$ cat config.mk
export PLATFORM = sky130hd
export DESIGN_NAME = cts_timer
export DESIGN_NICKNAME = d
export VERILOG_FILES = /design/src/hdl/cts_pkg.sv /design/src/hdl/cts_prescaler.sv /design/src/hdl/cts_timer.sv
export VERILOG_INCLUDE_DIRS = /design/src /design/src/hdl
export SDC_FILE = /design/constraint.sdc
export NUM_CORES = 1
export LEC_CHECK = 0
export ABC_CLOCK_PERIOD_IN_PS = 4800
export BUFFER_PORTS_ARGS = -buffer_cell sky130_fd_sc_hd__buf_2
export CAP_MARGIN = 20
export CORE_MARGIN = 5
export CORE_UTILIZATION = 40
export DETAILED_ROUTE_END_ITERATION = 8
export SLEW_MARGIN = 10
export SYNTH_ARGS = -nofsm -noshare
export SYNTH_HDL_FRONTEND = slang
export SYNTH_SLANG_ARGS = --single-unit
$ cat constraint.sdc
create_clock -name clk -period 4.8 [get_ports clk]
set_input_delay 0.72 -clock clk [delete_from_list [all_inputs] [get_ports clk]]
set_output_delay 0.72 -clock clk [all_outputs]
set_load 0.005 [all_outputs]
$ cat src/hdl/cts_regs.svh
// constants of the can time-stamp timer: offsets, fields, reset values
// assumes a 32-bit register port with byte addresses on a 100 MHz clock
//
// Contract
// RULE1: counter advances once per prescaler period, only while capture enable is set
// RULE2: prescaler setting all ones advances the counter every 65535 clocks
// RULE3: prescaler setting zero advances the counter on every clock
// RULE4: capture enable low holds counter and prescaler count still
// RULE5: any timer register write clears prescaler count, setting keeps written value
// RULE6: counter is 16-bit read-write upper half of timer register, reset zero
// RULE7: prescaler setting is 16-bit read-write lower half, reset zero
// RULE8: counter wraps from all ones to zero with no other effect
`ifndef CTS_REGS_SVH
`define CTS_REGS_SVH

////////////////////////////////////////////////////////////////////////////////
// register byte offsets
`define CTS_OFF_TIMER 8'h00
`define CTS_OFF_CTRL 8'h04
`define CTS_OFF_STAMP 8'h08
`define CTS_OFF_PRECNT 8'h0c

////////////////////////////////////////////////////////////////////////////////
// field positions
`define CTS_TIMER_COUNT_LSB 16
`define CTS_TIMER_COUNT_MSB 31
`define CTS_TIMER_PRE_LSB 0
`define CTS_TIMER_PRE_MSB 15
`define CTS_CTRL_CAPEN_BIT 20
`define CTS_STAMP_VALID_BIT 16

////////////////////////////////////////////////////////////////////////////////
// reset values
`define CTS_RST_COUNT 16'h0000
`define CTS_RST_PRESET 16'h0000
`define CTS_RST_CAPEN 1'b0
`define CTS_RST_RDATA 32'h0000_0000

`endif

$ cat src/hdl/cts_pkg.sv
// types of the can time-stamp timer
// assumes cts_regs.svh holds every number; this file holds only types
package cts_pkg;

  // width of counter, prescaler and stamp
  typedef logic [15:0] cts_word_t;

  // which register an address selects
  typedef enum logic [2:0] {
    CTS_SEL_TIMER,
    CTS_SEL_CTRL,
    CTS_SEL_STAMP,
    CTS_SEL_PRECNT,
    CTS_SEL_NONE
  } cts_sel_t;

endpackage : cts_pkg

$ cat src/hdl/cts_prescaler.sv
// prescaler of the time-stamp timer: one tick per programmed period
// assumes clear and run come from the register logic in the same clock
`timescale 1ns/1ps
`include "cts_regs.svh"

module cts_prescaler #(
  parameter int WIDTH = 16
) (
  // clock and reset
  input wire logic clk,
  input wire logic rst,
  // control
  input wire logic run,
  input wire logic clear,
  input wire logic [WIDTH-1:0] period,
  // status
  output logic tick,
  output logic [WIDTH-1:0] count
);

  ////////////////////////////////////////////////////////////////////////////
  // last count of a period; zero and one both mean every clock
  function automatic logic [WIDTH-1:0] last_of(input logic [WIDTH-1:0] p);
    logic [WIDTH-1:0] r;
    r = (p == '0) ? '0 : WIDTH'(p - 1'b1);
    return r;
  endfunction : last_of

  logic [WIDTH-1:0] cnt_q;
  logic [WIDTH-1:0] cnt_d;
  wire logic [WIDTH-1:0] last = last_of(period);
  // >= so a setting lowered mid-period ends the period at once
  wire logic at_end = (cnt_q >= last);

  // tick only while running; held count while stopped
  assign tick = run & at_end; // RULE1 RULE2 RULE3
  assign count = cnt_q;

  // clear has priority over counting
  always_comb begin
    if (clear) begin
      cnt_d = '0; // RULE5
    end else if (!run) begin
      cnt_d = cnt_q; // RULE4
    end else if (at_end) begin
      cnt_d = '0;
    end else begin
      cnt_d = WIDTH'(cnt_q + 1'b1);
    end
  end

  // count register
  always_ff @(posedge clk or posedge rst) begin
    if (rst) begin
      cnt_q <= '0;
    end else begin
      cnt_q <= cnt_d;
    end
  end

endmodule : cts_prescaler

$ cat src/hdl/cts_timer.sv
// can time-stamp timer: 16-bit counter behind a 16-bit prescaler
// assumes a plain register port, one-cycle strobes, read data a cycle later
//
// Local design decisions: the address-and-strobe port and the register offsets.
`timescale 1ns/1ps
`include "cts_regs.svh"

module cts_timer #(
  parameter int WIDTH = 16
) (
  // clock and reset
  input wire logic clk,
  input wire logic rst,
  // register port
  input wire logic [7:0] addr,
  input wire logic [31:0] wdata,
  input wire logic wr_stb,
  input wire logic rd_stb,
  output logic [31:0] rdata,
  // frame event from the can controller
  input wire logic frame_stb,
  // timer state for the controller
  output logic [WIDTH-1:0] timestamp_count,
  output logic timestamp_capture_enable,
  output logic timestamp_tick
);

  ////////////////////////////////////////////////////////////////////////////
  // address decode

  // map an address to a register select
  function automatic cts_pkg::cts_sel_t decode(input logic [7:0] a);
    cts_pkg::cts_sel_t s;
    s = cts_pkg::CTS_SEL_NONE;
    if (a == `CTS_OFF_TIMER) begin
      s = cts_pkg::CTS_SEL_TIMER;
    end else if (a == `CTS_OFF_CTRL) begin
      s = cts_pkg::CTS_SEL_CTRL;
    end else if (a == `CTS_OFF_STAMP) begin
      s = cts_pkg::CTS_SEL_STAMP;
    end else if (a == `CTS_OFF_PRECNT) begin
      s = cts_pkg::CTS_SEL_PRECNT;
    end
    return s;
  endfunction : decode

  cts_pkg::cts_sel_t sel;
  assign sel = decode(addr);
  wire logic wr_timer = wr_stb & (sel == cts_pkg::CTS_SEL_TIMER);
  wire logic wr_ctrl = wr_stb & (sel == cts_pkg::CTS_SEL_CTRL);
  wire logic rd_stamp = rd_stb & (sel == cts_pkg::CTS_SEL_STAMP);

  ////////////////////////////////////////////////////////////////////////////
  // state

  logic [WIDTH-1:0] count_q;
  logic [WIDTH-1:0] count_d;
  logic [WIDTH-1:0] preset_q;
  logic [WIDTH-1:0] preset_d;
  logic capen_q;
  logic capen_d;
  logic [WIDTH-1:0] stamp_q;
  logic [WIDTH-1:0] stamp_d;
  logic stamp_vld_q;
  logic stamp_vld_d;
  logic tick_q;
  logic [31:0] rdata_q;
  logic [31:0] rdata_d;

  // prescaler outputs
  logic pre_tick;
  logic [WIDTH-1:0] pre_count;

  ////////////////////////////////////////////////////////////////////////////
  // prescaler: runs only with capture enable, cleared by a timer write

  cts_prescaler #(
    .WIDTH(WIDTH)
  ) u_pre (
    .clk(clk),
    .rst(rst),
    .run(capen_q), // RULE1 RULE4
    .clear(wr_timer), // RULE5
    .period(preset_q),
    .tick(pre_tick),
    .count(pre_count)
  );

  ////////////////////////////////////////////////////////////////////////////
  // next values of the timer register

  // written fields split out of the write data
  wire logic [WIDTH-1:0] wr_count =
    wdata[`CTS_TIMER_COUNT_LSB +: WIDTH]; // RULE6
  wire logic [WIDTH-1:0] wr_preset =
    wdata[`CTS_TIMER_PRE_LSB +: WIDTH]; // RULE7

  // software write beats a tick in the same cycle; the written value stands
  // natural overflow wraps all ones to zero
  assign count_d = wr_timer ? wr_count
                 : pre_tick ? WIDTH'(count_q + 1'b1) // RULE1 RULE8
                 : count_q; // RULE4

  // setting changes only by software, never by the prescaler
  assign preset_d = wr_timer ? wr_preset : preset_q; // RULE5 RULE7

  // capture enable bit sits where the controller keeps it
  assign capen_d = wr_ctrl ? wdata[`CTS_CTRL_CAPEN_BIT] : capen_q;

  ////////////////////////////////////////////////////////////////////////////
  // frame stamp: latch the counter on a frame while stamping is enabled

  // set wins over the clear by read, so a stamp is never lost
  assign stamp_d = (frame_stb & capen_q) ? count_q : stamp_q;
  assign stamp_vld_d = (frame_stb & capen_q) ? 1'b1
                     : rd_stamp ? 1'b0
                     : stamp_vld_q;

  ////////////////////////////////////////////////////////////////////////////
  // read mux: data only in the cycle after the strobe, zero otherwise

  wire logic [31:0] rd_timer_word = {count_q, preset_q}; // RULE6 RULE7
  wire logic [31:0] rd_ctrl_word =
    32'(capen_q) << `CTS_CTRL_CAPEN_BIT;
  wire logic [31:0] rd_stamp_word =
    (32'(stamp_vld_q) << `CTS_STAMP_VALID_BIT) | 32'(stamp_q);
  wire logic [31:0] rd_pre_word = 32'(pre_count);

  // unmapped addresses read as zero
  always_comb begin
    rdata_d = `CTS_RST_RDATA;
    if (rd_stb) begin
      unique case (sel)
        cts_pkg::CTS_SEL_TIMER: rdata_d = rd_timer_word;
        cts_pkg::CTS_SEL_CTRL: rdata_d = rd_ctrl_word;
        cts_pkg::CTS_SEL_STAMP: rdata_d = rd_stamp_word;
        cts_pkg::CTS_SEL_PRECNT: rdata_d = rd_pre_word;
        cts_pkg::CTS_SEL_NONE: rdata_d = `CTS_RST_RDATA;
      endcase
    end
  end

  ////////////////////////////////////////////////////////////////////////////
  // timer registers; zero at power-on

  always_ff @(posedge clk or posedge rst) begin
    if (rst) begin
      count_q <= `CTS_RST_COUNT; // RULE6
      preset_q <= `CTS_RST_PRESET; // RULE7
    end else begin
      count_q <= count_d;
      preset_q <= preset_d;
    end
  end

  // control and stamp registers
  always_ff @(posedge clk or posedge rst) begin
    if (rst) begin
      capen_q <= `CTS_RST_CAPEN;
      stamp_q <= `CTS_RST_COUNT;
      stamp_vld_q <= 1'b0;
    end else begin
      capen_q <= capen_d;
      stamp_q <= stamp_d;
      stamp_vld_q <= stamp_vld_d;
    end
  end

  // read data and tick outputs, registered so outputs leave from flops
  always_ff @(posedge clk or posedge rst) begin
    if (rst) begin
      rdata_q <= `CTS_RST_RDATA;
      tick_q <= 1'b0;
    end else begin
      rdata_q <= rdata_d;
      tick_q <= pre_tick & ~wr_timer;
    end
  end

  ////////////////////////////////////////////////////////////////////////////
  // outputs

  // count output is the register itself, so it lags nothing
  assign timestamp_count = count_q;
  assign timestamp_capture_enable = capen_q;
  // tick shows in the same cycle as the stepped count, and not at all when a timer write wins
  assign timestamp_tick = tick_q;
  assign rdata = rdata_q;

endmodule : cts_timer

# Word level (Yosys, flattened, before mapping)
# Cells that the tools add are included.
# word_totals
ff_bits	99
inputBits	45
output_inout_bits	50
wordCells	47
# classes
addsub	3
n_lt_le_gt_ge	1
n_eq_ne	7
n_mux	14
bitwise_logic	8
n_reduce_logical	6
# ops
cell	count
$pmux W32 S5	1
$mux W16	6
$add A16 B1 Y16 const B	2
$mux W32	1
$or A17 B16 Y17	1
$eq A8 B4 Y1 const B	2
$ge A16 B16 Y1	1
$logic_not A16 Y1	1
$sub A16 B1 Y16 const B	1
$mux W3	4
$eq A8 B3 Y1 const B	1
$logic_not A8 Y1	1
$and A1 B1 Y1	6
$eq A3 B2 Y1 const B	2
$reduce_bool A2 Y1	3
$eq A3 B1 Y1 const B	1
$eq A3 B3 Y1 const B	1
$logic_not A3 Y1	1
$mux W1	2
$not A1 Y1	1

# Depth between registers and ports, before layout
# logic_depth
ltp_word	9
ltp_mapped	16
mapped_depth_nobuf	14

# Modules after synthesis
# From an unflattened synthesis, not the netlist that was laid out.
# unflattened
cells_unflattened	541
hier_area_um2	5237.5
# modules_own_cells
mod	instances	cells_each	area_each_um2	seq_area_each_um2
cts_timer	1	348	3552.2	2077.0
cts_prescaler	1	193	1685.4	400.4

# Least setup slack after synthesis
# OpenSTA, ideal clock, no wires.
# synth_path
path_kind	register -> register
startpoint	register preset_q[3]
endpoint	register count_q[13] (netlist: timestamp_count[13])
setup_time_ns	0.104
arrival_ns	3.209
path_slack_ns	1.487
path_stages_with_launch	14
path_buffers	0
cell_sequence	dfrtp_1 -> nor3_1 -> and3_1 -> nand2_1 -> nor4_1 -> xor2_1 -> nand2_1 -> ha_1 -> nand4_1 -> nor3_4 -> a32oi_2 -> and2_4 -> or3_4 -> o311ai_1
# synth_via
elab_chain_cells	5
elab_cells_between_ends	6
cone_classes	add/sub (1); order compare (1); mux (1); bitwise (1); reduce/logical (2)
# synth_rtl
element	line_no	source
start: declaration	cts_timer.sv:58	logic [WIDTH-1:0] preset_q;
start signal: assignment	cts_timer.sv:149	preset_q <= `CTS_RST_PRESET;
start signal: assignment	cts_timer.sv:152	preset_q <= preset_d;
$sub A16 B1 Y16 / $logic_not A16 Y1 (equally long branches)	cts_prescaler.sv:25	r = (p == '0) ? '0 : WIDTH'(p - 1'b1);
$mux W16 *	cts_prescaler.sv:25	
$ge A16 B16 Y1 *	cts_prescaler.sv:33	wire logic at_end = (cnt_q >= last);
$and A1 B1 Y1 *	cts_prescaler.sv:36	assign tick = run & at_end;
$reduce_bool A2 Y1 (no source line) *	-	
end signal: assignment	cts_timer.sv:148	count_q <= `CTS_RST_COUNT;
end signal: assignment	cts_timer.sv:151	count_q <= count_d;
end: declaration	cts_timer.sv:56	logic [WIDTH-1:0] count_q;
# Every way passes the cells marked *; elsewhere a longest branch is shown, timed or not.
# A chain may end at the register's enable or synchronous reset.

# Worst setup path in the final report
# layout_path
startpoint	register preset_q[9]
endpoint	register u_pre.cnt_q[12] (netlist: u_pre.count[12])
# layout_via
elab_chain_cells	6
elab_cells_between_ends	7
cone_classes	add/sub (1); order compare (1); mux (4); reduce/logical (1)
# layout_rtl
element	line_no	source
$sub A16 B1 Y16 / $logic_not A16 Y1 (equally long branches)	cts_prescaler.sv:25	
$mux W16 *	cts_prescaler.sv:25	
$ge A16 B16 Y1 *	cts_prescaler.sv:33	
$mux W16 *	cts_prescaler.sv:45	end else if (at_end) begin
$mux W16 *	cts_prescaler.sv:43	end else if (!run) begin
$mux W16 *	cts_prescaler.sv:41	if (clear) begin
end signal: assignment	cts_prescaler.sv:57	cnt_q <= cnt_d;
end: declaration	cts_prescaler.sv:29	logic [WIDTH-1:0] cnt_q;
# Every way passes the cells marked *; elsewhere a longest branch is shown, timed or not. The select of a mux whose other input is x is not followed.

==> results.md <==
- Clock Path Buffers: 2
- Min-delay worst type: reg -> reg
- Sequential area share after synthesis: 0.481
- Port Buf Inserts: 94
- Post-synthesis cell type count: 48
- Min Hold Slack: 0.491 ns
- Post-Syn Instances: 541
- CP Capture Type: flop
- Nets: 688
- Syn-to-layout area delta: 16.5%
- Final Power: 2550 uW
- Pwr/cell area: 425 nW/um^2
- H-Tree Depth: 3
- Sw Ratio: 0.354
- Clk slew on worst S/H paths: 0.07 ns
- Io pins: 95
- WS Path Type: reg -> reg
- Antenna Cells: 0
- DR iter-0 viols: 277
- Psw: 904 uW
- Design area: 6010 um^2
- Combinational power share: 0.262
- Post-DP HPWL: 9920 um
- Async S/R FF share, synth: 1.00
- Status: finished, final reports clean
- Total Neg Setup Slack: 0 ns
- Final WS setup: 0.686 ns
- Post-Route WL: 13500 um
- Worst slew pin tran: 0.852 ns
- Period utilisation layout: 0.857
- Seq cells post-synth: 99
- Core box area: 12600 um^2
- Reg area: 2480 um^2
- Post_cts resized: 0
- Vias in the first global route: 4025
- Average cell area after synthesis: 9.53 um^2
- Unrepaired setup endpoints after global routing: no
- Total die area: 15300 um^2
- Post-synth top flop: dfrtp_1
- Row count: 41
- Worst reg-to-reg path cell count: 11
- # Post-CTS Setup Buffers: 0
- Clock share of power: 0.259
- Hold path cells: 2
- Final hold viol count: 0
- Slew Viols, Final: 0
- Clk_skew: 0.0110 ns
- Syn Nets: 606
- Grt total ovfl: 0
- # setup viols final: 0
- Int Power: 1650 uW
- Filler cells: 1277
- Antenna Nets Post-Route: 0
- Drt drc: 0
- Data arrival time of the critical path: 4.39 ns
- Slew HR: 0.428
- Synth warn: 0
- Dpl ws: 0.699 ns
- Required @ worst endpoint: 5.07 ns
- Seq pwr share: 0.479
- Final critical-path required period: 4.11 ns
- Vias per cell: 5.12
- WL per Instance: 17.0 um
- Multi-input logic area: 2520 um^2
- VDD IR max: 0.182 mV
- Root buffer cell: clkbuf_16
- Worst-path maximum fanout: 22
- Max-cap violations: 0
- Clock sink total: 99
- Die width: 124 um
- Area after DPL: 5750 um^2
- Share of cells above drive strength 1: 0.218
- Global-route usage over all layers: 0.184
- Largest net degree at the start of global routing: 66
- Leak Pwr: 0.00293 uW
- EDFF count, synth: 0
- Initial antenna violation count: 0
- Post-Synthesis Cell Area: 5150 um^2
- Clk_lat worst skew: 0.36 ns
- Fmax: 243 MHz
- First-pass GRT wire length: 21300 um
- Starting density of the core: 0.408
- Crit start category: flop
- Via Count: 4083
- CTS tree: built
- Die Y: 124 um
- RePlAce Congestion: 0.898
- CTS buffer count: 9
- Post-CTS Hold Fix Bufs: 0
- 1st-pass router iterations: 4
-- layout by cell type, fill, tap and decap left out, drive strengths merged, types with 2 or more instances in the layout --
cell	Yosys	routed
dfrtp	99	99
buf	8	98
nand2	92	92
nor2	69	69
a21oi	29	29
xnor2	21	21
ha	20	20
mux2i	19	19
mux2	15	15
and2	15	15
nor3	14	14
o21ai	14	14
nand3	13	13
xor2	12	12
inv	9	10
nand4	9	9
clkbuf	19	9
or3	8	8
nand2b	7	7
a31oi	7	7
a211oi	5	5
nor4	5	5
o311ai	5	5
and3	4	4
o211ai	3	3
clkinv	1	3
or2	2	2
a21o	2	2
nand4b	2	2
nand3b	2	2
nor3b	2	2
-- flip-flops by register name, summed over array words and instances (netlist names) --
register and cells:
timestamp_count 16, rdata 32, stamp_q 16, timestamp_capture_enable 1, stamp_vld_q 1, timestamp_tick 1, u_pre.count 16, preset_q 16
-- power by group through the flow --
| stage | registers [uW] | logic [uW] | clock network [uW] |
|---|---|---|---|
| floorplan | 1140 | 509 | 0 |
| global placement | 1230 | 654 | 0 |
| detailed placement | 1240 | 667 | 0 |
| CTS | 1220 | 670 | 678 |
| global route | 1240 | 760 | 714 |
| finish | 1220 | 668 | 661 |
-- through the flow --
step | utilization | instances
finish | 0.476 | 797
global route | 0.476 | 797
CTS | 0.476 | 797
detailed placement | 0.456 | 784
global placement | 0.456 | 784
floorplan | - | 541
-- logic make-up after synthesis --
family	share of synthesized area
compound gates	0.0893
xor+xnor	0.0561
fa+ha+maj	0.0485
buf+inv	0.0308
flops	0.481
mux	0.0697
simple gates	0.225
-- synth_stat cells (all sizes together) (12+ instances only) --
cell	count	area share
nor3	14	0.016
xor2	12	0.020
mux2	15	0.033
dfrtp	99	0.48
and2	15	0.019
a21oi	29	0.028
nand2	92	0.067
mux2i	19	0.037
o21ai	14	0.014
nand3	13	0.013
xnor2	21	0.036
ha	20	0.049
nor2	69	0.050
clkbuf	19	0.014
-- layout make-up --
type,count,share of cell area
flip-flops and latches,99,0.412
repair buffers,98,0.0833
clock buffers,9,0.0375
inverters,10,0.00667
well taps,172,0.0358
multi-input cells,405,0.419
clock inverters,4,0.00500
-- per-layer routing --
metal / GRT usage / routed length (um) / up-vias
met5: 0 / 0 / -
met1: 0.271 / 6590 / 1947
met2: 0.271 / 6030 / 116
met4: 0.0664 / 198 / 0
met3: 0.0334 / 694 / 12
li1: - / - / 2008
-- worst max-delay path, stage by stage (launching register included) --
cell and delay (ns):
dfrtp_1 0.45, nor3_1 0.36, and3b_1 0.22, nand4_1 0.47
and2_1 0.40, ha_1 0.27, nand2b_1 0.14, a2111o_1 0.43
a32oi_2 0.42, and2_4 0.36, o21ai_1 0.31, nor2_1 0.19
-- final timing paths --
path	start	to	slack (ns)
min in group asynchronous	rst	rdata[30]	0.52
hold reg to reg	stamp_vld_q	stamp_vld_q	0.49
max in group asynchronous	rst	stamp_q[13]	3.31
setup reg to reg	preset_q[9]	u_pre.count[12]	0.69
setup / recovery	preset_q[9]	u_pre.count[12]	0.69
hold / removal	stamp_vld_q	stamp_vld_q	0.49
Power figures use the tool's default switching activity.
